===== src/rtl/scpa_pkg.sv =====
// shared constants and types for strap capture and phase adjust
package scpa_pkg;
  localparam int NUM_OUT = 3;
  localparam int AMT_W = 8;
  localparam int PHASE_W = 16;
  // strap capture field positions
  localparam int STRAP_IF0_POS  = 0;
  localparam int STRAP_IF1_POS  = 1;
  localparam int STRAP_AC0_POS  = 2;
  localparam int STRAP_AC1_POS  = 3;
  localparam int STRAP_TEST_POS = 4;
  localparam logic [4:0] STRAP_RST = 5'h00;
  // host interface decode
  localparam logic [4:0] I2C_ADDR_HI = 5'h1B;
  localparam logic [1:0] IF_CODE_SPI = 2'h3;
  // reference input select codes
  localparam logic [1:0] REF_SEL_XTAL = 2'h1;
  localparam logic [1:0] REF_SEL_OSC  = 2'h2;
  // output format codes
  localparam logic [1:0] FMT_OFF  = 2'h0;
  localparam logic [1:0] FMT_CML  = 2'h1;
  localparam logic [1:0] FMT_HSTL = 2'h2;
  localparam logic [1:0] FMT_CMOS = 2'h3;
  // nominal frequencies in MHz
  localparam logic [7:0] FREQ_100 = 8'h64;
  localparam logic [7:0] FREQ_25  = 8'h19;
  // synthesis clock step in ps (600 MHz)
  localparam int STEP_PS = 1667;
  // limits in half-period units
  localparam logic signed [AMT_W-1:0] AMT_NEG_MAX = 8'shFC;
  localparam logic signed [AMT_W-1:0] AMT_POS_MAX = 8'sh30;
  // busy time of one adjustment in REF_CLK cycles
  localparam int BUSY_NS = 100;
  localparam int CLK_NS = 50;
  localparam int BUSY_CYC = (BUSY_NS + CLK_NS - 1) / CLK_NS;
  localparam logic [3:0] BUSY_CYC_W = 4'(BUSY_CYC);
  localparam logic [PHASE_W-1:0] PHASE_RST = 16'h0000;

  typedef struct packed {
    logic [1:0] fmt;
    logic [7:0] freq_mhz;
  } scpa_outcfg_type;

  typedef struct packed {
    logic armed;
    logic busy;
    logic done_sticky;
  } scpa_status_type;
endpackage


===== src/rtl/scpa_top.sv =====
// strap capture at reset release and output phase adjust controller
//
// Summary of operation
// [RQ1] sample five straps at reset release
// [RQ2] keep sampled straps readable as status
// [RQ3] shared pins become serial port after reset
// [RQ4] board holds test strap low
// [RQ5] interface straps pick I2C address or SPI
// [RQ6] auto-config straps pick output setup
// [RQ7] every config expects 25MHz crystal
// [RQ8] ref select 10 oscillator, 01 crystal
// [RQ9] polarity bit inverts output clock
// [RQ10] drive field picks one of four
// [RQ11] phase step is half a synthesis period
// [RQ12] adjust relative to latest own phase
// [RQ13] software sets mode, enable, amount first
// [RQ14] arm on rising arm bit
// [RQ15] armed controller fires on rising trigger
// [RQ16] one trigger moves many outputs independently
// [RQ17] only enabled nonzero outputs move
// [RQ18] negative limit two periods, positive limited
// [RQ19] clear bit cancels arm, returns idle
// [RQ20] status shows armed and busy live
// [RQ21] sticky done flag on completion
// [RQ22] amount counts half periods
// [RQ23] software clears, arms, then triggers
// [RQ24] rearm and retrigger repeats the amount
// [RQ25] ready output low until ready
// [RQ26] unarmed trigger is ignored
// [RQ27] straps latch once per reset
`timescale 1ns/1ps
module scpa_top (
  // clock and reset
  input  wire logic                                   REF_CLK,
  input  wire logic                                   SYS_RST,
  // shared strap pins, read at reset release
  input  wire logic                                   TEST_PIN,
  input  wire logic [1:0]                             AUTO_CONFIG_STRAPS,
  input  wire logic                                   IF0_CS_N_PIN,
  input  wire logic                                   IF1_MISO_PIN,
  // serial port data to drive on the shared data pin
  input  wire logic                                   SPI_MISO_DATA,
  input  wire logic                                   SPI_MISO_EN,
  // per-output controls and reference input select
  input  wire logic [scpa_pkg::NUM_OUT-1:0]           OUT_INVERT,
  input  wire logic [scpa_pkg::NUM_OUT*2-1:0]         OUT_DRIVE_LEVEL,
  input  wire logic [scpa_pkg::NUM_OUT-1:0]           OUT_PHASE_ENABLE,
  input  wire logic [scpa_pkg::NUM_OUT*scpa_pkg::AMT_W-1:0] OUT_PHASE_AMOUNT,
  input  wire logic [1:0]                             REF_INPUT_SELECT,
  // phase control bits
  input  wire logic                                   PHASE_OP_SELECT,
  input  wire logic                                   PHASE_ARM_BIT,
  input  wire logic                                   PHASE_FIRE_BIT,
  input  wire logic                                   PHASE_SM_CLEAR,
  input  wire logic                                   ADJUST_DONE_CLEAR,
  // strap results
  output logic [4:0]                                  STRAP_CAPTURE_STATUS,
  output logic                                        TEST_MODE,
  output logic                                        SPI_MODE,
  output logic [6:0]                                  I2C_SLAVE_ADDR,
  output scpa_pkg::scpa_outcfg_type [scpa_pkg::NUM_OUT-1:0] OUT_CONFIG,
  // reference input control
  output logic                                        XTAL_DRIVER_EN,
  output logic                                        XTAL_IN_SE_EN,
  // shared pin second role
  output logic                                        CS_N_TO_PORT,
  output logic                                        MISO_OUT,
  output logic                                        MISO_OE,
  // per-output driver controls
  output logic [scpa_pkg::NUM_OUT-1:0]                OUT_INVERT_Q,
  output logic [scpa_pkg::NUM_OUT*2-1:0]              OUT_DRIVE_Q,
  // phase state, in half synthesis periods
  output logic [scpa_pkg::NUM_OUT*scpa_pkg::PHASE_W-1:0] OUT_PHASE,
  output scpa_pkg::scpa_status_type                   PHASE_STATUS,
  output logic                                        READY
);

  typedef enum logic [1:0] {ST_IDLE, ST_ARMED, ST_BUSY} scpa_state_type;

  // synchronisers for the strap and serial pins
  logic [4:0] pin_s1_r;
  logic [4:0] pin_s2_r;
  logic [4:0] pin_now;
  logic [4:0] strap_r;
  logic       captured_r;
  // synchroniser for reset release so the strap catch follows the edge
  logic       rel_s1_r;
  logic       rel_s2_r;

  scpa_state_type state_r;
  scpa_state_type state_nxt;
  logic           arm_d_r;
  logic           fire_d_r;
  logic [3:0]     busy_cnt_r;
  logic           done_r;
  logic           ready_r;
  logic [scpa_pkg::NUM_OUT*scpa_pkg::PHASE_W-1:0] phase_r;
  logic [scpa_pkg::NUM_OUT*scpa_pkg::PHASE_W-1:0] phase_nxt;
  logic [scpa_pkg::NUM_OUT-1:0] part_r;

  // sign-extend and clamp a half-period amount to the allowed range
  function automatic logic [scpa_pkg::PHASE_W-1:0] clamp_amt(
    input logic [scpa_pkg::AMT_W-1:0] a
  );
    logic signed [scpa_pkg::AMT_W-1:0] s;
    s = $signed(a);
    if (s < scpa_pkg::AMT_NEG_MAX)
      s = scpa_pkg::AMT_NEG_MAX;
    else if (s > scpa_pkg::AMT_POS_MAX)
      s = scpa_pkg::AMT_POS_MAX;
    return {{(scpa_pkg::PHASE_W-scpa_pkg::AMT_W){s[scpa_pkg::AMT_W-1]}}, s};
  endfunction

  // decode setup for one output from the auto-config code
  function automatic scpa_pkg::scpa_outcfg_type cfg_of(
    input logic [1:0] ac,
    input int         idx
  );
    scpa_pkg::scpa_outcfg_type c;
    c = '{fmt: scpa_pkg::FMT_OFF, freq_mhz: 8'h00};
    if (idx == 0)
      c = '{fmt: scpa_pkg::FMT_CML, freq_mhz: scpa_pkg::FREQ_100};
    else if (idx == 1 && ac != 2'h0)
      c = '{fmt: (ac == 2'h2) ? scpa_pkg::FMT_HSTL : scpa_pkg::FMT_CML,
            freq_mhz: scpa_pkg::FREQ_100};
    else if (idx == 2 && ac == 2'h3)
      c = '{fmt: scpa_pkg::FMT_CMOS, freq_mhz: scpa_pkg::FREQ_25};
    return c;
  endfunction

  // pin vector: test, ac1, ac0, if1, if0
  assign pin_now = {TEST_PIN, AUTO_CONFIG_STRAPS, IF1_MISO_PIN, IF0_CS_N_PIN};

  // two-flop synchronisers for pins and reset release
  always_ff @(posedge REF_CLK or posedge SYS_RST)
  begin
    if (SYS_RST)
    begin
      pin_s1_r <= 5'h00;
      pin_s2_r <= 5'h00;
      rel_s1_r <= 1'b0;
      rel_s2_r <= 1'b0;
    end
    else
    begin
      pin_s1_r <= pin_now;
      pin_s2_r <= pin_s1_r;
      rel_s1_r <= 1'b1;
      rel_s2_r <= rel_s1_r;
    end
  end

  // [RQ1] [RQ27] one catch after release
  always_ff @(posedge REF_CLK or posedge SYS_RST)
  begin
    if (SYS_RST)
    begin
      strap_r    <= scpa_pkg::STRAP_RST;
      captured_r <= 1'b0;
    end
    else if (rel_s2_r && !captured_r)
    begin
      strap_r    <= pin_s2_r;
      captured_r <= 1'b1;
    end
  end

  // [RQ2] [RQ5] [RQ6] latched configuration outputs
  always_ff @(posedge REF_CLK or posedge SYS_RST)
  begin
    if (SYS_RST)
    begin
      STRAP_CAPTURE_STATUS <= scpa_pkg::STRAP_RST;
      TEST_MODE            <= 1'b0;
      SPI_MODE             <= 1'b0;
      I2C_SLAVE_ADDR       <= 7'h00;
      OUT_CONFIG           <= '0;
      ready_r              <= 1'b0;
    end
    else
    begin
      STRAP_CAPTURE_STATUS <= strap_r;
      TEST_MODE            <= strap_r[scpa_pkg::STRAP_TEST_POS];
      SPI_MODE             <= (strap_r[1:0] == scpa_pkg::IF_CODE_SPI);
      I2C_SLAVE_ADDR       <= {scpa_pkg::I2C_ADDR_HI, strap_r[1:0]};
      for (int i = 0; i < scpa_pkg::NUM_OUT; i++)
        OUT_CONFIG[i] <= cfg_of(strap_r[scpa_pkg::STRAP_AC1_POS:scpa_pkg::STRAP_AC0_POS], i);
      // [RQ25] ready once straps are in
      ready_r <= captured_r;
    end
  end

  // [RQ3] [RQ7] [RQ8] [RQ9] [RQ10] pin roles and driver controls
  always_ff @(posedge REF_CLK or posedge SYS_RST)
  begin
    if (SYS_RST)
    begin
      CS_N_TO_PORT   <= 1'b1;
      MISO_OUT       <= 1'b0;
      MISO_OE        <= 1'b0;
      XTAL_DRIVER_EN <= 1'b0;
      XTAL_IN_SE_EN  <= 1'b0;
      OUT_INVERT_Q   <= '0;
      OUT_DRIVE_Q    <= '0;
    end
    else
    begin
      CS_N_TO_PORT   <= captured_r ? pin_s2_r[scpa_pkg::STRAP_IF0_POS] : 1'b1;
      MISO_OUT       <= SPI_MISO_DATA;
      MISO_OE        <= captured_r && SPI_MISO_EN;
      // crystal is the auto-config default, only the oscillator code turns it off
      XTAL_DRIVER_EN <= (REF_INPUT_SELECT != scpa_pkg::REF_SEL_OSC);
      XTAL_IN_SE_EN  <= (REF_INPUT_SELECT == scpa_pkg::REF_SEL_OSC);
      OUT_INVERT_Q   <= OUT_INVERT;
      OUT_DRIVE_Q    <= OUT_DRIVE_LEVEL;
    end
  end

  // rising edges of arm and trigger bits, and the last busy cycle
  logic arm_rise;
  logic fire_rise;
  logic busy_end;
  assign arm_rise  = PHASE_ARM_BIT && !arm_d_r;
  assign fire_rise = PHASE_FIRE_BIT && !fire_d_r;
  assign busy_end  = (state_r == ST_BUSY) && (busy_cnt_r == 4'h1);

  // [RQ14] [RQ15] [RQ19] [RQ26] controller next state
  always_comb
  begin
    state_nxt = state_r;
    unique case (state_r)
      ST_IDLE:
        if (arm_rise && PHASE_OP_SELECT)
          state_nxt = ST_ARMED;
      ST_ARMED:
        if (fire_rise)
          state_nxt = ST_BUSY;
      ST_BUSY:
        if (busy_end)
          state_nxt = ST_IDLE;
    endcase
    if (PHASE_SM_CLEAR)
      state_nxt = ST_IDLE;
  end

  // [RQ12] [RQ16] [RQ17] [RQ22] relative per-output step
  always_comb
  begin
    phase_nxt = phase_r;
    for (int i = 0; i < scpa_pkg::NUM_OUT; i++)
      if (part_r[i] && busy_end)
        phase_nxt[i*scpa_pkg::PHASE_W +: scpa_pkg::PHASE_W] =
          phase_r[i*scpa_pkg::PHASE_W +: scpa_pkg::PHASE_W] +
          clamp_amt(OUT_PHASE_AMOUNT[i*scpa_pkg::AMT_W +: scpa_pkg::AMT_W]);
  end

  // [RQ11] [RQ18] [RQ24] controller registers
  always_ff @(posedge REF_CLK or posedge SYS_RST)
  begin
    if (SYS_RST)
    begin
      state_r    <= ST_IDLE;
      arm_d_r    <= 1'b0;
      fire_d_r   <= 1'b0;
      busy_cnt_r <= 4'h0;
      part_r     <= '0;
      phase_r    <= {scpa_pkg::NUM_OUT{scpa_pkg::PHASE_RST}};
    end
    else
    begin
      state_r  <= state_nxt;
      arm_d_r  <= PHASE_ARM_BIT;
      fire_d_r <= PHASE_FIRE_BIT;
      phase_r  <= phase_nxt;
      if (state_r == ST_ARMED && fire_rise)
      begin
        busy_cnt_r <= scpa_pkg::BUSY_CYC_W;
        for (int i = 0; i < scpa_pkg::NUM_OUT; i++)
          part_r[i] <= OUT_PHASE_ENABLE[i] &&
            (OUT_PHASE_AMOUNT[i*scpa_pkg::AMT_W +: scpa_pkg::AMT_W] != 8'h00);
      end
      else if (busy_cnt_r != 4'h0)
        busy_cnt_r <= busy_cnt_r - 4'h1;
    end
  end

  // [RQ20] [RQ21] live and sticky status, set wins
  always_ff @(posedge REF_CLK or posedge SYS_RST)
  begin
    if (SYS_RST)
      done_r <= 1'b0;
    else if (busy_end && !PHASE_SM_CLEAR)
      done_r <= 1'b1;
    else if (ADJUST_DONE_CLEAR)
      done_r <= 1'b0;
  end

  // registered status and phase view
  always_ff @(posedge REF_CLK or posedge SYS_RST)
  begin
    if (SYS_RST)
    begin
      PHASE_STATUS <= '0;
      OUT_PHASE    <= '0;
      READY        <= 1'b0;
    end
    else
    begin
      PHASE_STATUS.armed       <= (state_nxt == ST_ARMED);
      PHASE_STATUS.busy        <= (state_nxt == ST_BUSY);
      PHASE_STATUS.done_sticky <= done_r;
      OUT_PHASE                <= phase_r;
      READY                    <= ready_r;
    end
  end

endmodule // scpa_top


===== config.mk =====
export PLATFORM = sky130hd
export DESIGN_NAME = scpa_top
export DESIGN_NICKNAME = d
export VERILOG_FILES = /design/src/rtl/scpa_pkg.sv /design/src/rtl/scpa_top.sv
export SDC_FILE = /design/constraint.sdc
export NUM_CORES = 1
export LEC_CHECK = 0
export ABC_CLOCK_PERIOD_IN_PS = 10200
export BUFFER_PORTS_ARGS = -buffer_cell sky130_fd_sc_hd__clkbuf_2
export CAP_MARGIN = 20
export CORE_UTILIZATION = 45
export DETAILED_ROUTE_END_ITERATION = 10
export GPL_TIMING_DRIVEN = 0
export PLACE_DENSITY = 0.76
export SLEW_MARGIN = 10
export SYNTH_ARGS = -nofsm -noshare
export SYNTH_HDL_FRONTEND = slang
export SYNTH_SLANG_ARGS = --single-unit

===== constraint.sdc =====
create_clock -name REF_CLK -period 10.2 [get_ports REF_CLK]
set_input_delay 1.02 -clock REF_CLK [delete_from_list [all_inputs] [get_ports REF_CLK]]
set_output_delay 1.02 -clock REF_CLK [all_outputs]
set_load 0.005 [all_outputs]

* Yosys cells after proc, flatten, opt, wreduce, memory -nomap -nowiden *
Index checks and enable logic that the tools add are counted.

storage, ports and cells
  bits in registers = 176
  input bits = 52
  output and inout port bits = 110
  logic and storage cells = 105

operators by class
  add/subtract/negate cells = 4
  $lt $le $gt $ge = 6
  equal/unequal tests = 10
  mux-type cells = 22
  reductions and logical operators = 26

operators with widths
  kind                                                                          number
  8-bit 2-to-1 mux                                                              9
  16-bit adder                                                                  3
  8-bit by 7-bit > comparator with 1-bit output, second input constant          3
  8-bit by 3-bit less-than comparator with 1-bit output, second input constant  3
  8-bit nonzero test                                                            3
  10-bit 2-to-1 mux                                                             2
  1-bit logical AND                                                             14
  2-bit == test, second input constant                                          6
  2-bit 2-to-1 mux                                                              5
  4-bit 2-to-1 mux                                                              2
  2-bit one-hot mux with 3 select lines                                         1
  2-bit nonzero test                                                            3
  2-bit by 1-bit == test with 1-bit output, second input constant               2
  4-bit by 1-bit == test with 1-bit output, second input constant               1
  1-bit logical NOT                                                             4
  4-bit nonzero test                                                            1
  4-bit by 1-bit subtractor with 4-bit output, second input constant            1
  1-bit 2-to-1 mux                                                              3
  2-bit logical NOT                                                             1
  2-bit != test, second input constant                                          1

* Logic depth before layout (Yosys ltp) *
  word-level depth = 7
  depth in mapped cells = 15
  mapped depth without buffers = 14

* Worst setup path after synthesis *
Ideal clock, no wire load.

  path type = in2reg
  from = in OUT_PHASE_AMOUNT[18] (netlist name)
  to = reg phase_r[46] (netlist name)
  setup time = 0.076 ns
  data arrival time = 3.409 ns
  data required time = 10.124 ns
  setup slack = 6.715 ns
  stages on the path = 14
  path buffers = 0
  path through = nor4_1 > o21ai_1 > o21a_1 > nor2b_1 > ha_1 > inv_1 > fa_1 > nor2b_1 > o31a_1 > nor3_1 > o31ai_1 > a211oi_1 > xor2_1 > o21ai_1

between the ends
  cells in the longest elaborated chain, start to end = 5

ends and longest elaborated chain
  element                                        RTL line         source
  from (decl)                                    scpa_top.sv:48   input wire logic [scpa_pkg::NUM_OUT*scpa_pkg::AMT_W-1:0] OUT_PHASE_AMOUNT,
  8-bit by 7-bit > comparator with 1-bit output  scpa_top.sv:109  else if (s > scpa_pkg::AMT_POS_MAX)
  8-bit 2-to-1 mux                               scpa_top.sv:109
  8-bit 2-to-1 mux *                             scpa_top.sv:107  if (s < scpa_pkg::AMT_NEG_MAX)
  8-bit 2-to-1 mux *                             scpa_top.sv:251  if (part_r[i] && busy_end)
  16-bit adder *                                 scpa_top.sv:253  phase_r[i*scpa_pkg::PHASE_W +: scpa_pkg::PHASE_W] +
  to (signal assigned)                           scpa_top.sv:267  phase_r <= {scpa_pkg::NUM_OUT{scpa_pkg::PHASE_RST}};
  to (signal assigned)                           scpa_top.sv:274  phase_r <= phase_nxt;
  to (decl)                                      scpa_top.sv:97   logic [scpa_pkg::NUM_OUT*scpa_pkg::PHASE_W-1:0] phase_r;

Mark *: on every way between the ends. The rest lies on a longest branch, timed or not. The select of a mux whose other input is x is not followed.
A chain may end at the register's enable or synchronous reset.

* Final worst setup path *
Same ends and word-level chain as after synthesis.

==> qor.csv <==
stage,metric,value,unit
worst_setup_path,CP Data Arrival Time,4.20,ns
job,Max Cap Viol,0,
worst_setup_path,CP Launch Type,primary input,
route,via count,5389,
grt,via count of the first global-routing pass,4916,
worst_setup_path,WS Path Type,primary input to flop,
route,final WL,14.5,mm
timing,"Setup violations, final",0,
clocking,clock slew at reported path FFs,0.07,ns
floorplan,I/O Pins,162,
grt,Total GRT Usage,0.179,
timing,worst slew pin tran,0.584,ns
timing,RSZ-0062 raised after global routing,false,
finish,final-stage net count,983,
placement,I/O Buffers,144,
grt,first-pass GRT wire length,23.5,mm
clocking,H-tree levels,4,
grt,largest net degree at the start of global routing,89,
floorplan,Initial Utilization,0.465,
power,PD cells,163,nW/um2
floorplan,Core Area,16100,um2
synth,post-synthesis sequential area ratio,0.519,
finish,Antenna Cells,0,
timing,relative slew slack,0.611,
floorplan,Die W,131,um
route,Routed Antenna Nets,0,
grt,initial antenna violation count,0,
finish,most frequent cells in the layout,"dfrtp_1, clkbuf_2, nand2_1, ha_1, a21oi_1",
timing,pins over their slew limit,0,
timing,final period utilization,0.378,
worst_setup_path,CP Capture Type,flop,
synth,syn_area_per_cell,10.8,um2
synth,Post-synth EDFFs,0,
floorplan,die area,17100,um2
power,Peak VDD IR,0.109,mV
route,initial drt markers,247,
synth,Post-synth ARST share,1.00,
timing,total negative setup slack,0,ns
finish,"commonest non-fill, non-tap cell in the layout",dfrtp_1,
floorplan,Rows,46,
route,DRT Pass-1 Iters,4,
worst_setup_path,required time of the critical path,10.54,ns
clocking,cts hold-fix bufs,0,
route,drt wl/cell,13.1,um
clocking,CTS tree,yes,
power,"Power, Total",1490,uW
synth,Syn Inst Count,695,
placement,GPL Wtd Cong,0.877,
synth,Main synth FF type,dfrtp_1,
worst_setup_path,"Max FO, Critical Path",3,
clocking,clk_lat worst skew,0.43,ns
route,Avg Vias per Cell,4.88,
outcome,outcome,"complete, no violations",
timing,min Tclk post-route,3.86,ns
hold_path,worst hold path class,flop to flop,
timing,f_max,259,MHz
route,DRC violations left,0,
finish,share of layout cells above drive strength 1,0.259,
synth,Yosys warning count,0,
floorplan,Die H,131,um
clocking,CTS Buf Count,17,
synth,Post-Syn Area,7470,um2
synth,Yosys reg bits,155,
power,P_leak,0.00440,uW
clocking,post-cts resize count,0,
clocking,setup bufs post-CTS,0,
grt,grt ovf,0,
clocking,Max Root-Sink Buffers,2,
placement,hpwl dp,10.7,mm
clocking,Root Buffer,clkbuf_16,
finish,layout overhead on the synthesized area,22.8,%
synth,count of cell types in the netlist,58,
timing,Hold Fails Final Rpt,0,
timing,skew final,0.0152,ns
clocking,Sink Count,155,
through the flow:
step,instance area (um2),cells,setup WS (ns),hold slack [ns],util
5_1_grt,9170,1104,6.05,0.359,0.571
3_5_place_dp,8560,1072,5.96,0.337,0.533
3_3_place_gp,8520,1071,3.36,0.332,0.531
2_1_floorplan,7530,711,5.00,0.331,-
4_1_cts,9170,1104,6.40,0.346,0.571
6_report,9170,1104,6.34,0.344,0.571
registers in the layout, summed over array words and instances, names as in the netlist, 2 cells and up:
signal	count
OUT_CONFIG	5
OUT_DRIVE_Q	6
OUT_INVERT_Q	3
OUT_PHASE	48
PHASE_STATUS	3
STRAP_CAPTURE_STATUS	5
busy_cnt_r	4
part_r	3
phase_r	48
pin_s1_r	5
pin_s2_r	5
state_r	2
strap_r	5
Yosys cell counts, drive strengths merged, types with 3 or more instances:
cell type  count  area (um2)
a211oi         8        60.1
a21o          18         135
xnor2         14         123
nand4          8        50.1
nand3b         3        22.5
nor2b         11        76.3
a2111o         3        33.8
nor3b          5        37.5
inv           22        82.6
buf           40         283
nor2          23        86.3
nand2b        11        68.8
o31ai          3        22.5
a21boi         3        22.5
clkbuf        17        63.8
fa             3        60.1
a211o          3        26.3
o22ai          4        25.0
xor2          22         193
and3           5        31.3
o21a           6        45.0
mux2          10         113
nand3          5        25.0
ha            53         663
or3            9        56.3
a21oi         41         205
nor3           9        45.0
o21ai         66         330
a31oi          6        37.5
or2            6        37.5
nand2         68         255
and2          11        68.8
dfrtp        154        3850
critical path, stage by stage:
cell and delay (ns):
clkbuf_2 0.11, nor4_1 0.54, o21ai_1 0.16, o21a_1 0.15, nor2b_1 0.14, ha_1 0.22
inv_1 0.07, fa_1 0.40, nor2b_1 0.17, o31a_1 0.19, nor3_1 0.09, o31ai_1 0.47
a211oi_1 0.16, xor2_1 0.17, o21ai_1 0.12
logic make-up (layout without fill, tap and decap cells):
logic type / after synthesis / in the layout / synth area share
adders and majority gates: 56 / 56 / 0.0968
DFF: 155 / 155 / 0.519
xor gates and xnor gates: 36 / 36 / 0.0422
buffers and inverters: 79 / 256 / 0.0574
muxes: 12 / 12 / 0.0177
and+or+nand+nor: 178 / 178 / 0.120
AOI/OAI and AO/OA: 177 / 177 / 0.146
other: 2 / 18 / 0.00100
metal layers:
layer	track usage	routed length, um	vias up
li1	-	-	2749
met4	0.0737	204	0
met3	0.0350	687	16
met2	0.290	6940	137
met1	0.234	6680	2487
met5	0	0	-
report_power, final:
part           total [uW]  leakage [uW]  internal, uW  switching [uW]
registers             662       0.00161           645            17.9
logic                 198       0.00249          94.9             103
clock network         633      0.000298           334             299
total                1490       0.00440          1070             420
cell type report:
| type | instances | area (um2) |
|---|---|---|
| Fill cell | 1370 | 6880 |
| Sequential cell | 155 | 3880 |
| Multi-Input combinational cell | 477 | 3220 |
| Timing Repair Buffer | 145 | 748 |
| Clock buffer | 17 | 425 |
| Buffer | 57 | 347 |
| Tap cell | 216 | 270 |
| Clock inverter | 15 | 189 |
| Inverter | 22 | 90.1 |
final timing paths:
kind                                       from  cells after the start  slack, ns             end
max                        OUT_PHASE_AMOUNT[18]                     15       6.34     phase_r[46]
min                                 pin_s1_r[2]                      0       0.34     pin_s2_r[2]
max reg2reg                         phase_r[32]                     10       7.67     phase_r[46]
min reg2reg                         pin_s1_r[2]                      0       0.34     pin_s2_r[2]
max in group asynchronous               SYS_RST                      3       8.81   OUT_PHASE[39]
min in group asynchronous               SYS_RST                      2       0.62  OUT_DRIVE_Q[2]
Note: power is estimated with default switching activity, not from simulation.
